--- src/pcsia_pkg.sv ---
package pcsia_pkg;

	// ==========================================
	// program addressing
	localparam int         PC_W      = 15;
	localparam int         PM_AW     = 13;
	localparam int         PM_DW     = 14;
	localparam logic [14:0] VEC_RESET = 15'h0000;
	localparam logic [14:0] VEC_IRQ   = 15'h0004;

	// ==========================================
	// return stack
	localparam int         STK_DEPTH = 16;
	localparam int         STK_CW    = 5;

	// ==========================================
	// pointers and linear view
	localparam int         PTR_PM_BIT     = 15;
	localparam logic [3:0] LIN_REGION     = 4'h2;
	localparam logic [11:0] LIN_BANK_BYTES = 12'h050;
	localparam logic [6:0] LIN_GPR_BASE   = 7'h20;

	// ==========================================
	// register byte addresses
	localparam logic [7:0] ADDR_IND0   = 8'h00;
	localparam logic [7:0] ADDR_IND1   = 8'h04;
	localparam logic [7:0] ADDR_P0LO   = 8'h08;
	localparam logic [7:0] ADDR_P0HI   = 8'h0c;
	localparam logic [7:0] ADDR_P1LO   = 8'h10;
	localparam logic [7:0] ADDR_P1HI   = 8'h14;
	localparam logic [7:0] ADDR_WREG   = 8'h18;
	localparam logic [7:0] ADDR_STATUS = 8'h1c;
	localparam logic [7:0] ADDR_BSR    = 8'h20;
	localparam logic [7:0] ADDR_PCLATH = 8'h24;
	localparam logic [7:0] ADDR_POWER_CONTROL_REGISTER   = 8'h28;
	localparam logic [7:0] ADDR_CFG    = 8'h2c;
	localparam logic [7:0] ADDR_PC     = 8'h30;
	localparam logic [7:0] ADDR_DEPTH  = 8'h34;

	// ==========================================
	// field positions and reset values
	localparam int         POWER_CONTROL_REGISTER_UNF_BIT = 0;
	localparam int         POWER_CONTROL_REGISTER_OVF_BIT = 1;
	localparam int         CFG_STKR_BIT = 0;
	localparam logic       CFG_STKR_RST = 1'b1;

	// ==========================================
	// sequencer operations
	typedef enum logic [2:0] {
		OP_HOLD,
		OP_STEP,
		OP_JUMP,
		OP_CALL,
		OP_RET,
		OP_IRQ,
		OP_RETFIE
	} pcsia_op_type;

endpackage

--- src/pcsia_stack.sv ---
`timescale 1ns/100ps
module pcsia_stack
	import pcsia_pkg::*;
(
	// clock and reset
	input  wire logic              hclk,
	input  wire logic              hresetn,
	// control
	input  wire logic              clear,
	input  wire logic              push,
	input  wire logic              pop,
	input  wire logic [PC_W-1:0]   push_data,
	// state
	output logic      [PC_W-1:0]   top,
	output logic      [STK_CW-1:0] depth,
	output logic                   overflow,
	output logic                   underflow
);

	logic [PC_W-1:0] mem [STK_DEPTH];
	logic            full;
	logic            empty;

	assign full  = depth == STK_CW'(STK_DEPTH);
	assign empty = depth == '0;
	assign top   = mem[4'(depth - 5'h01)];

	always_ff @(posedge hclk) begin
		if (push && !full && !clear) begin
			mem[depth[3:0]] <= push_data;
		end
	end

	// depth counter
	always_ff @(posedge hclk or negedge hresetn) begin
		if (!hresetn) begin
			depth <= '0;
		end else if (clear) begin
			depth <= '0;
		end else if (push && !full) begin
			depth <= depth + 5'h01;
		end else if (pop && !empty) begin
			depth <= depth - 5'h01;
		end
	end

	always_ff @(posedge hclk or negedge hresetn) begin
		if (!hresetn) begin
			overflow  <= 1'b0;
			underflow <= 1'b0;
		end else begin
			overflow  <= push && full && !clear;
			underflow <= pop && empty && !clear;
		end
	end

endmodule

--- src/pcsia_pointer.sv ---
`timescale 1ns/100ps
module pcsia_pointer
	import pcsia_pkg::*;
(
	// clock and reset
	input  wire logic        hclk,
	input  wire logic        hresetn,
	// byte writes
	input  wire logic        wr_lo,
	input  wire logic        wr_hi,
	input  wire logic [7:0]  wdata,
	// shadow restore
	input  wire logic        restore,
	input  wire logic [15:0] restore_val,
	// value
	output logic      [15:0] value
);

	always_ff @(posedge hclk or negedge hresetn) begin
		if (!hresetn) begin
			value <= 16'h0000;
		end else if (restore) begin
			value <= restore_val;
		end else begin
			if (wr_lo) begin
				value[7:0] <= wdata;
			end
			if (wr_hi) begin
				value[15:8] <= wdata;
			end
		end
	end

endmodule

--- src/pcsia_core.sv ---
`timescale 1ns/100ps
// Overview of operation
// - program counter is fifteen bits wide
// - fetches wrap into 8192 implemented words
// - reset loads 0000h, interrupt jumps 0004h
// - separate sixteen entry fifteen bit stack
// - overflow/underflow set flags, may reset
// - interrupt saves and restores core shadows
// - two sixteen bit pointers reach everything
// - program memory access adds one cycle
// - pointer high bit seven selects program
// - program read gives low eight bits
// - indirect writes never alter program memory
// - linear view of general RAM
module pcsia_core
	import pcsia_pkg::*;
(
	// clock and reset
	input  wire logic               hclk,
	input  wire logic               hresetn,
	// ahb-lite slave
	input  wire logic               hsel,
	input  wire logic [31:0]        haddr,
	input  wire logic [1:0]         htrans,
	input  wire logic               hwrite,
	input  wire logic [2:0]         hsize,
	input  wire logic [31:0]        hwdata,
	input  wire logic               hready,
	output logic                    hreadyout,
	output logic                    hresp,
	output logic      [31:0]        hrdata,
	// instruction sequencer
	input  wire logic               seq_valid,
	input  wire pcsia_op_type       seq_op,
	input  wire logic [PC_W-1:0]    seq_target,
	output logic      [PC_W-1:0]    pc,
	output logic                    fetch_stall,
	output logic                    soft_reset,
	// program memory
	output logic      [PM_AW-1:0]   pm_addr,
	input  wire logic [PM_DW-1:0]   pm_rdata,
	// data memory
	output logic      [11:0]        dm_addr,
	output logic                    dm_re,
	output logic                    dm_we,
	output logic      [7:0]         dm_wdata,
	input  wire logic [7:0]         dm_rdata
);

	// ==========================================
	// declarations
	logic              dp_valid;
	logic              dp_write;
	logic [7:0]        dp_addr;
	logic              ap_take;
	logic              dp_ind;
	logic              dp_pm_read;
	logic              pm_wait;
	logic              pm_steal;
	logic [PM_DW-1:0]  pm_data;
	logic              wr_done;
	logic              rd_done;
	logic [15:0]       ptr0;
	logic [15:0]       ptr1;
	logic [15:0]       sel_ptr;
	logic [7:0]        wreg;
	logic [7:0]        status;
	logic [4:0]        bsr;
	logic [6:0]        pclath;
	logic [7:0]        sh_wreg;
	logic [7:0]        sh_status;
	logic [4:0]        sh_bsr;
	logic [6:0]        sh_pclath;
	logic [15:0]       sh_ptr0;
	logic [15:0]       sh_ptr1;
	logic              stk_ovf_flag;
	logic              stk_unf_flag;
	logic              stk_reset_en;
	logic              op_call;
	logic              op_irq;
	logic              op_ret;
	logic              op_retfie;
	logic              stk_push;
	logic              stk_pop;
	logic [PC_W-1:0]   stk_top;
	logic [PC_W-1:0]   next_pc;
	logic [STK_CW-1:0] stk_depth;
	logic              stk_ovf;
	logic              stk_unf;
	logic              power_control_register_wr;

	// ==========================================
	// linear data view
	// linear gpr mapping
	function automatic logic [11:0] pcsia_map(input logic [15:0] p);
		logic [11:0] lin;
		logic [4:0]  bank;
		logic [6:0]  off;
		lin  = p[11:0];
		bank = 5'(lin / LIN_BANK_BYTES);
		off  = 7'(lin % LIN_BANK_BYTES) + LIN_GPR_BASE;
		if (p[15:12] == LIN_REGION) begin
			return {bank, off};
		end
		return p[11:0];
	endfunction

	// ==========================================
	// ahb-lite address and data phase
	assign ap_take = hsel && hready && htrans[1];
	assign hresp   = 1'b0;

	// address phase capture
	always_ff @(posedge hclk or negedge hresetn) begin
		if (!hresetn) begin
			dp_valid <= 1'b0;
			dp_write <= 1'b0;
			dp_addr  <= 8'h00;
		end else if (hready) begin
			dp_valid <= ap_take;
			dp_write <= hwrite;
			dp_addr  <= {haddr[7:2], 2'b00};
		end
	end

	assign dp_ind  = dp_addr == ADDR_IND0 || dp_addr == ADDR_IND1;
	assign sel_ptr = (dp_addr == ADDR_IND1) ? ptr1 : ptr0;

	assign dp_pm_read = dp_valid && !dp_write && dp_ind && sel_ptr[PTR_PM_BIT];

	assign pm_steal  = dp_pm_read && !pm_wait;
	assign hreadyout = !pm_steal;
	assign wr_done   = dp_valid && dp_write;
	assign rd_done   = dp_valid && !dp_write && hreadyout;

	// program read wait and capture
	always_ff @(posedge hclk or negedge hresetn) begin
		if (!hresetn) begin
			pm_wait <= 1'b0;
			pm_data <= '0;
		end else begin
			pm_wait <= pm_steal;
			if (pm_steal) begin
				pm_data <= pm_rdata;
			end
		end
	end

	// ==========================================
	// memory ports
	// wrap into implemented space
	assign pm_addr     = pm_steal ? sel_ptr[PM_AW-1:0] : pc[PM_AW-1:0];
	assign fetch_stall = pm_steal;
	assign dm_addr     = pcsia_map(sel_ptr);
	assign dm_re       = dp_valid && !dp_write && dp_ind && !sel_ptr[PTR_PM_BIT];
	assign dm_wdata    = hwdata[7:0];
	assign dm_we       = wr_done && dp_ind && !sel_ptr[PTR_PM_BIT];

	// ==========================================
	// pointers
	// two pointer registers
	pcsia_pointer u_ptr0 (
		.hclk        (hclk),
		.hresetn     (hresetn),
		.wr_lo       (wr_done && dp_addr == ADDR_P0LO),
		.wr_hi       (wr_done && dp_addr == ADDR_P0HI),
		.wdata       (hwdata[7:0]),
		.restore     (op_retfie),
		.restore_val (sh_ptr0),
		.value       (ptr0)
	);

	pcsia_pointer u_ptr1 (
		.hclk        (hclk),
		.hresetn     (hresetn),
		.wr_lo       (wr_done && dp_addr == ADDR_P1LO),
		.wr_hi       (wr_done && dp_addr == ADDR_P1HI),
		.wdata       (hwdata[7:0]),
		.restore     (op_retfie),
		.restore_val (sh_ptr1),
		.value       (ptr1)
	);

	// ==========================================
	// core registers
	// working register, restore first
	always_ff @(posedge hclk or negedge hresetn) begin
		if (!hresetn) begin
			wreg <= 8'h00;
		end else if (op_retfie) begin
			wreg <= sh_wreg;
		end else if (wr_done && dp_addr == ADDR_WREG) begin
			wreg <= hwdata[7:0];
		end else if (rd_done && dp_ind) begin
			wreg <= sel_ptr[PTR_PM_BIT] ? pm_data[7:0] : dm_rdata;
		end
	end

	// status, bank and page latch
	always_ff @(posedge hclk or negedge hresetn) begin
		if (!hresetn) begin
			status <= 8'h00;
			bsr    <= 5'h00;
			pclath <= 7'h00;
		end else if (op_retfie) begin
			status <= sh_status;
			bsr    <= sh_bsr;
			pclath <= sh_pclath;
		end else if (wr_done) begin
			if (dp_addr == ADDR_STATUS) begin
				status <= hwdata[7:0];
			end
			if (dp_addr == ADDR_BSR) begin
				bsr <= hwdata[4:0];
			end
			if (dp_addr == ADDR_PCLATH) begin
				pclath <= hwdata[6:0];
			end
		end
	end

	always_ff @(posedge hclk or negedge hresetn) begin
		if (!hresetn) begin
			sh_wreg   <= 8'h00;
			sh_status <= 8'h00;
			sh_bsr    <= 5'h00;
			sh_pclath <= 7'h00;
			sh_ptr0   <= 16'h0000;
			sh_ptr1   <= 16'h0000;
		end else if (op_irq) begin
			sh_wreg   <= wreg;
			sh_status <= status;
			sh_bsr    <= bsr;
			sh_pclath <= pclath;
			sh_ptr0   <= ptr0;
			sh_ptr1   <= ptr1;
		end
	end

	// ==========================================
	// program counter and stack
	assign op_call   = seq_valid && seq_op == OP_CALL && !soft_reset;
	assign op_irq    = seq_valid && seq_op == OP_IRQ && !soft_reset;
	assign op_ret    = seq_valid && seq_op == OP_RET && !soft_reset;
	assign op_retfie = seq_valid && seq_op == OP_RETFIE && !soft_reset;

	assign stk_push = op_call || op_irq;
	assign stk_pop  = op_ret || op_retfie;

	pcsia_stack u_stack (
		.hclk      (hclk),
		.hresetn   (hresetn),
		.clear     (soft_reset),
		.push      (stk_push),
		.pop       (stk_pop),
		.push_data (op_call ? pc + 15'h0001 : pc),
		.top       (stk_top),
		.depth     (stk_depth),
		.overflow  (stk_ovf),
		.underflow (stk_unf)
	);

	// next program counter
	always_comb begin
		next_pc = pc;
		if (seq_valid) begin
			unique case (seq_op)
				OP_HOLD: next_pc = pc;
				OP_STEP: next_pc = pc + 15'h0001;
				OP_JUMP: next_pc = seq_target;
				OP_CALL: next_pc = seq_target;
				OP_IRQ: next_pc = VEC_IRQ;
				OP_RET: next_pc = (stk_depth == '0) ? VEC_RESET : stk_top;
				OP_RETFIE: next_pc = (stk_depth == '0) ? VEC_RESET : stk_top;
				default: next_pc = pc;
			endcase
		end
	end

	always_ff @(posedge hclk or negedge hresetn) begin
		if (!hresetn) begin
			pc <= VEC_RESET;
		end else if (soft_reset) begin
			pc <= VEC_RESET;
		end else begin
			pc <= next_pc;
		end
	end

	// ==========================================
	// stack fault flags and reset
	assign power_control_register_wr = wr_done && dp_addr == ADDR_POWER_CONTROL_REGISTER;

	always_ff @(posedge hclk or negedge hresetn) begin
		if (!hresetn) begin
			stk_ovf_flag <= 1'b0;
			stk_unf_flag <= 1'b0;
		end else begin
			if (stk_ovf) begin
				stk_ovf_flag <= 1'b1;
			end else if (power_control_register_wr && !hwdata[POWER_CONTROL_REGISTER_OVF_BIT]) begin
				stk_ovf_flag <= 1'b0;
			end
			if (stk_unf) begin
				stk_unf_flag <= 1'b1;
			end else if (power_control_register_wr && !hwdata[POWER_CONTROL_REGISTER_UNF_BIT]) begin
				stk_unf_flag <= 1'b0;
			end
		end
	end

	// configuration enable
	always_ff @(posedge hclk or negedge hresetn) begin
		if (!hresetn) begin
			stk_reset_en <= CFG_STKR_RST;
		end else if (wr_done && dp_addr == ADDR_CFG) begin
			stk_reset_en <= hwdata[CFG_STKR_BIT];
		end
	end

	always_ff @(posedge hclk or negedge hresetn) begin
		if (!hresetn) begin
			soft_reset <= 1'b0;
		end else begin
			soft_reset <= stk_reset_en && (stk_ovf || stk_unf) && !soft_reset;
		end
	end

	// ==========================================
	// read data
	always_comb begin
		hrdata = 32'h0000_0000;
		if (dp_valid && !dp_write) begin
			case (dp_addr)
				ADDR_IND0,
				ADDR_IND1: hrdata[7:0] = sel_ptr[PTR_PM_BIT] ? pm_data[7:0] : dm_rdata;
				ADDR_P0LO: hrdata[7:0] = ptr0[7:0];
				ADDR_P0HI: hrdata[7:0] = ptr0[15:8];
				ADDR_P1LO: hrdata[7:0] = ptr1[7:0];
				ADDR_P1HI: hrdata[7:0] = ptr1[15:8];
				ADDR_WREG: hrdata[7:0] = wreg;
				ADDR_STATUS: hrdata[7:0] = status;
				ADDR_BSR: hrdata[4:0] = bsr;
				ADDR_PCLATH: hrdata[6:0] = pclath;
				ADDR_POWER_CONTROL_REGISTER: hrdata[1:0] = {stk_ovf_flag, stk_unf_flag};
				ADDR_CFG: hrdata[0] = stk_reset_en;
				ADDR_PC: hrdata[PC_W-1:0] = pc;
				ADDR_DEPTH: hrdata[STK_CW-1:0] = stk_depth;
				default: hrdata = 32'h0000_0000;
			endcase
		end
	end

endmodule

--- config.mk ---
export PLATFORM = sky130hd
export DESIGN_NAME = pcsia_core
export DESIGN_NICKNAME = d
export VERILOG_FILES = /design/src/pcsia_pkg.sv /design/src/pcsia_stack.sv /design/src/pcsia_pointer.sv /design/src/pcsia_core.sv
export SDC_FILE = /design/constraint.sdc
export NUM_CORES = 1
export LEC_CHECK = 0
export ABC_CLOCK_PERIOD_IN_PS = 4100
export BUFFER_PORTS_ARGS = -buffer_cell sky130_fd_sc_hd__buf_2
export CORE_MARGIN = 1.5
export CORE_UTILIZATION = 43
export CTS_CLUSTER_SIZE = 10
export DETAILED_ROUTE_END_ITERATION = 8
export PLACE_DENSITY_LB_ADDON = 0.12
export SKIP_CTS_REPAIR_TIMING = 1
export SKIP_LAST_GASP = 1
export SYNTH_ARGS = -nofsm -noshare
export SYNTH_HDL_FRONTEND = slang
export SYNTH_SLANG_ARGS = --single-unit
--- constraint.sdc ---
create_clock -name hclk -period 4.1 [get_ports hclk]
set_input_delay 0.41 -clock hclk [delete_from_list [all_inputs] [get_ports hclk]]
set_output_delay 0.41 -clock hclk [all_outputs]
set_load 0.01 [all_outputs]
==> summary.txt <==
Critical Path RT: 3.69 ns
first-iteration detailed-routing DRC count: 1060
DR vias/cell: 5.78
Final HPWL DP: 34.4 mm
worst clock skew: 0.0194 ns
I/O pin count: 201
routed vias: 12800
GRT Total Usage: 23.9%
Area Growth Syn to Fin: 16.1%
Worst Slack Setup Final: 0.0515 ns
Post-synth ARST share: 40.4%
row count: 76
EDFF count, synth: 240
vias in the first global route: 12500
Remaining DRCs: 0
clock slew at reported path FFs: 0.05 ns
drt first pass iters: 5
Top FF cell, synth: edfxtp_1
GR Overflow Total: 0
Max VDD drop: 0.000437 V
Slowest cell on crit path: or4_4
Area contributors post-synth: edfxtp_1, dfrtp_1, mux4_2, mux2_2, mux2i_1
average size of a mapped cell: 13.1 sq um
CTS H-tree depth: 2
total power: 15.3 mW
min-delay src: pm_rdata[7]
Seq/Total Area, Yosys: 59.7%
synthesized area: 18900 sq um
fmax: 0.247 GHz
Clock Sinks: 403
placer congestion estimate: 0.879
TritonCTS Buffers: 47
Slew Viols, Final: 0
Cells after DPL: 2111
# nets final: 1711
Die Y: 213 um
Setup Viol. Count Final: 0
global-route wire length before repair: 79.5 mm
FILL cells: 3806
crit path from: dp_addr[4]
crit start category: flop
clock latency on the worst-skew pair: 0.58 ns
yosys synthesis warning count: 0
Clock Path Buffers: 3
worst path cell trace: or4_4 -> or2_4 -> mux2i_4 -> maj3_2 -> o21a_1 -> nor4bb_1 -> or4_4 -> xnor2_2 -> buf_2
die area: 45200 sq um
initial antenna violation count: 5
Hold Crit Class: in -> reg
CP Capture Type: output pin
Fin. Hold Viols: 0
Lkg Pwr: 8.57 nW
CTS tree: done
worst r2r src: pc[0]
Finished Layout Cells: 2209
delay-heaviest family, CP: simple AND/OR/NAND/NOR gates
pre-CTS WS: 0.248 ns
fin crit share: 98.7%
power density over the cells: 698 nW/um^2
Mapped Cells: 1447
Max-cap violations: 0
Worst Tran Pin Value: 1.27 ns
cell taking the most area after synthesis: edfxtp_1
Initial Utilization: 43.7%
Slew HR: 15.3%
WP data arrival: 3.64 ns
Distinct cells, synth: 80
run status: finished clean
top-area cell type share of the netlist area: 38.1%
synthesized flop and latch total: 403
Detailed Route WL: 53.8 mm
WL per Instance: 24.4 um
ANT nets after route: 0
CP Buf/Inv Count: 1
I/O Buffers: 122
Root Driver: clkbuf_16
cell mode on critical path: or4_4
Setup CP Type: reg -> out
RSZ-0062 raised after global routing: yes
synth cell count leaders: edfxtp_1, dfrtp_1, nand2_1, nor2_1, mux2_2
Core Area: 43300 sq um
share of cells above drive strength 1: 27.1%
min Tclk post-route: 4.05 ns
most common cell in the netlist: edfxtp_1
worst-path maximum fanout: 6
Die X: 213 um
Worst path max stage delay: 0.61 ns
pin count of the biggest net entering global routing: 97
[kinds of logic after synthesis]
kind of cell	count (synthesis)	synth area share [%]
AO/OA/AOI/OAI	259	9.31
XOR/XNOR	27	1.33
adder cells (fa/ha/maj)	7	0.444
buffers and inverters	131	3.32
flip-flops	403	59.7
multiplexers	206	15.6
other	1	0.0198
AND/OR/NAND/NOR	413	10.2
[routing by layer]
layer,global-route usage [%],up-vias,wire length (um)
met5,0,-,10
met4,9.05,2,1900
li1,-,5704,-
met2,39.0,455,26000
met3,4.14,109,3230
met1,32.1,6487,22700
[sequential cells by signal (all words and copies together), names as in the netlist, 5 cells and up]
register	count
u_stack.mem	240
sh_ptr0	16
sh_ptr1	16
u_ptr0.value	16
u_ptr1.value	16
pc	15
pm_data	8
sh_status	8
sh_wreg	8
status	8
wreg	8
pclath	7
sh_pclath	7
dp_addr	6
bsr	5
sh_bsr	5
u_stack.depth	5
[worst register-to-register path: stages, from the launching register on]
cell	delay, ns
dfrtp_1	0.35
ha_1	0.22
and3_1	0.27
nand3_1	0.22
nor2_1	0.32
and3_1	0.28
and3_1	0.30
nand3_1	0.15
nor2_1	0.20
xor2_1	0.78
[through the flow]
stage / hold slack, ns / util, % / cell area (sq um) / setup TNS [ns]
6_report: 0.0654 / 50.7 / 21900 / 0
5_1_grt: 0.0481 / 50.7 / 21900 / -0.173
4_1_cts: -0.0318 / 50.2 / 21700 / -2.00
3_5_place_dp: 0.449 / 46.9 / 20300 / 0
3_3_place_gp: 0.448 / 46.9 / 20300 / 0
2_1_floorplan: 0.114 / - / 19000 / 0
[power breakdown]
| part | switching, mW | internal [mW] |
|---|---|---|
| logic | 3.10 | 2.47 |
| registers | 0.682 | 5.23 |
| clock network | 1.61 | 2.23 |
[placed cells by master, fill, tap and decap left out, types with 57 or more instances in the layout]
master / Yosys / layout
nor2_1: 110 / 104
buf_4: 29 / 66
o21ai_0: 57 / 57
mux4_2: 62 / 62
buf_2: 8 / 121
mux2_2: 80 / 80
nand2_1: 157 / 156
mux2i_1: 62 / 61
dfrtp_1: 162 / 160
edfxtp_1: 240 / 240
[path summary, 6_finish.rpt]
check | endpoint | slack (ns) | cells after the start
max | dm_addr[4] | 0.05 | 9
min | pm_data[7] | 0.07 | 2
max reg2reg | u_stack.mem[15][14] | 0.68 | 9
min reg2reg | stk_ovf_flag | 0.46 | 1
min in group asynchronous | sh_ptr0[6] | 0.50 | 2
max in group asynchronous | bsr[4] | 2.73 | 3
[cell type report]
class	instances	area [sq um]	area share (%)
repair buffers	197	1270	5.81
clock inverters	3	55.1	0.251
well taps	585	732	3.34
inverters	9	33.8	0.154
flip-flops and latches	403	11300	51.5
multi-input cells	933	7200	32.8
diodes	1	2.50	0.0114
clock buffers	78	1340	6.13
Power figures use the tool's default switching activity.
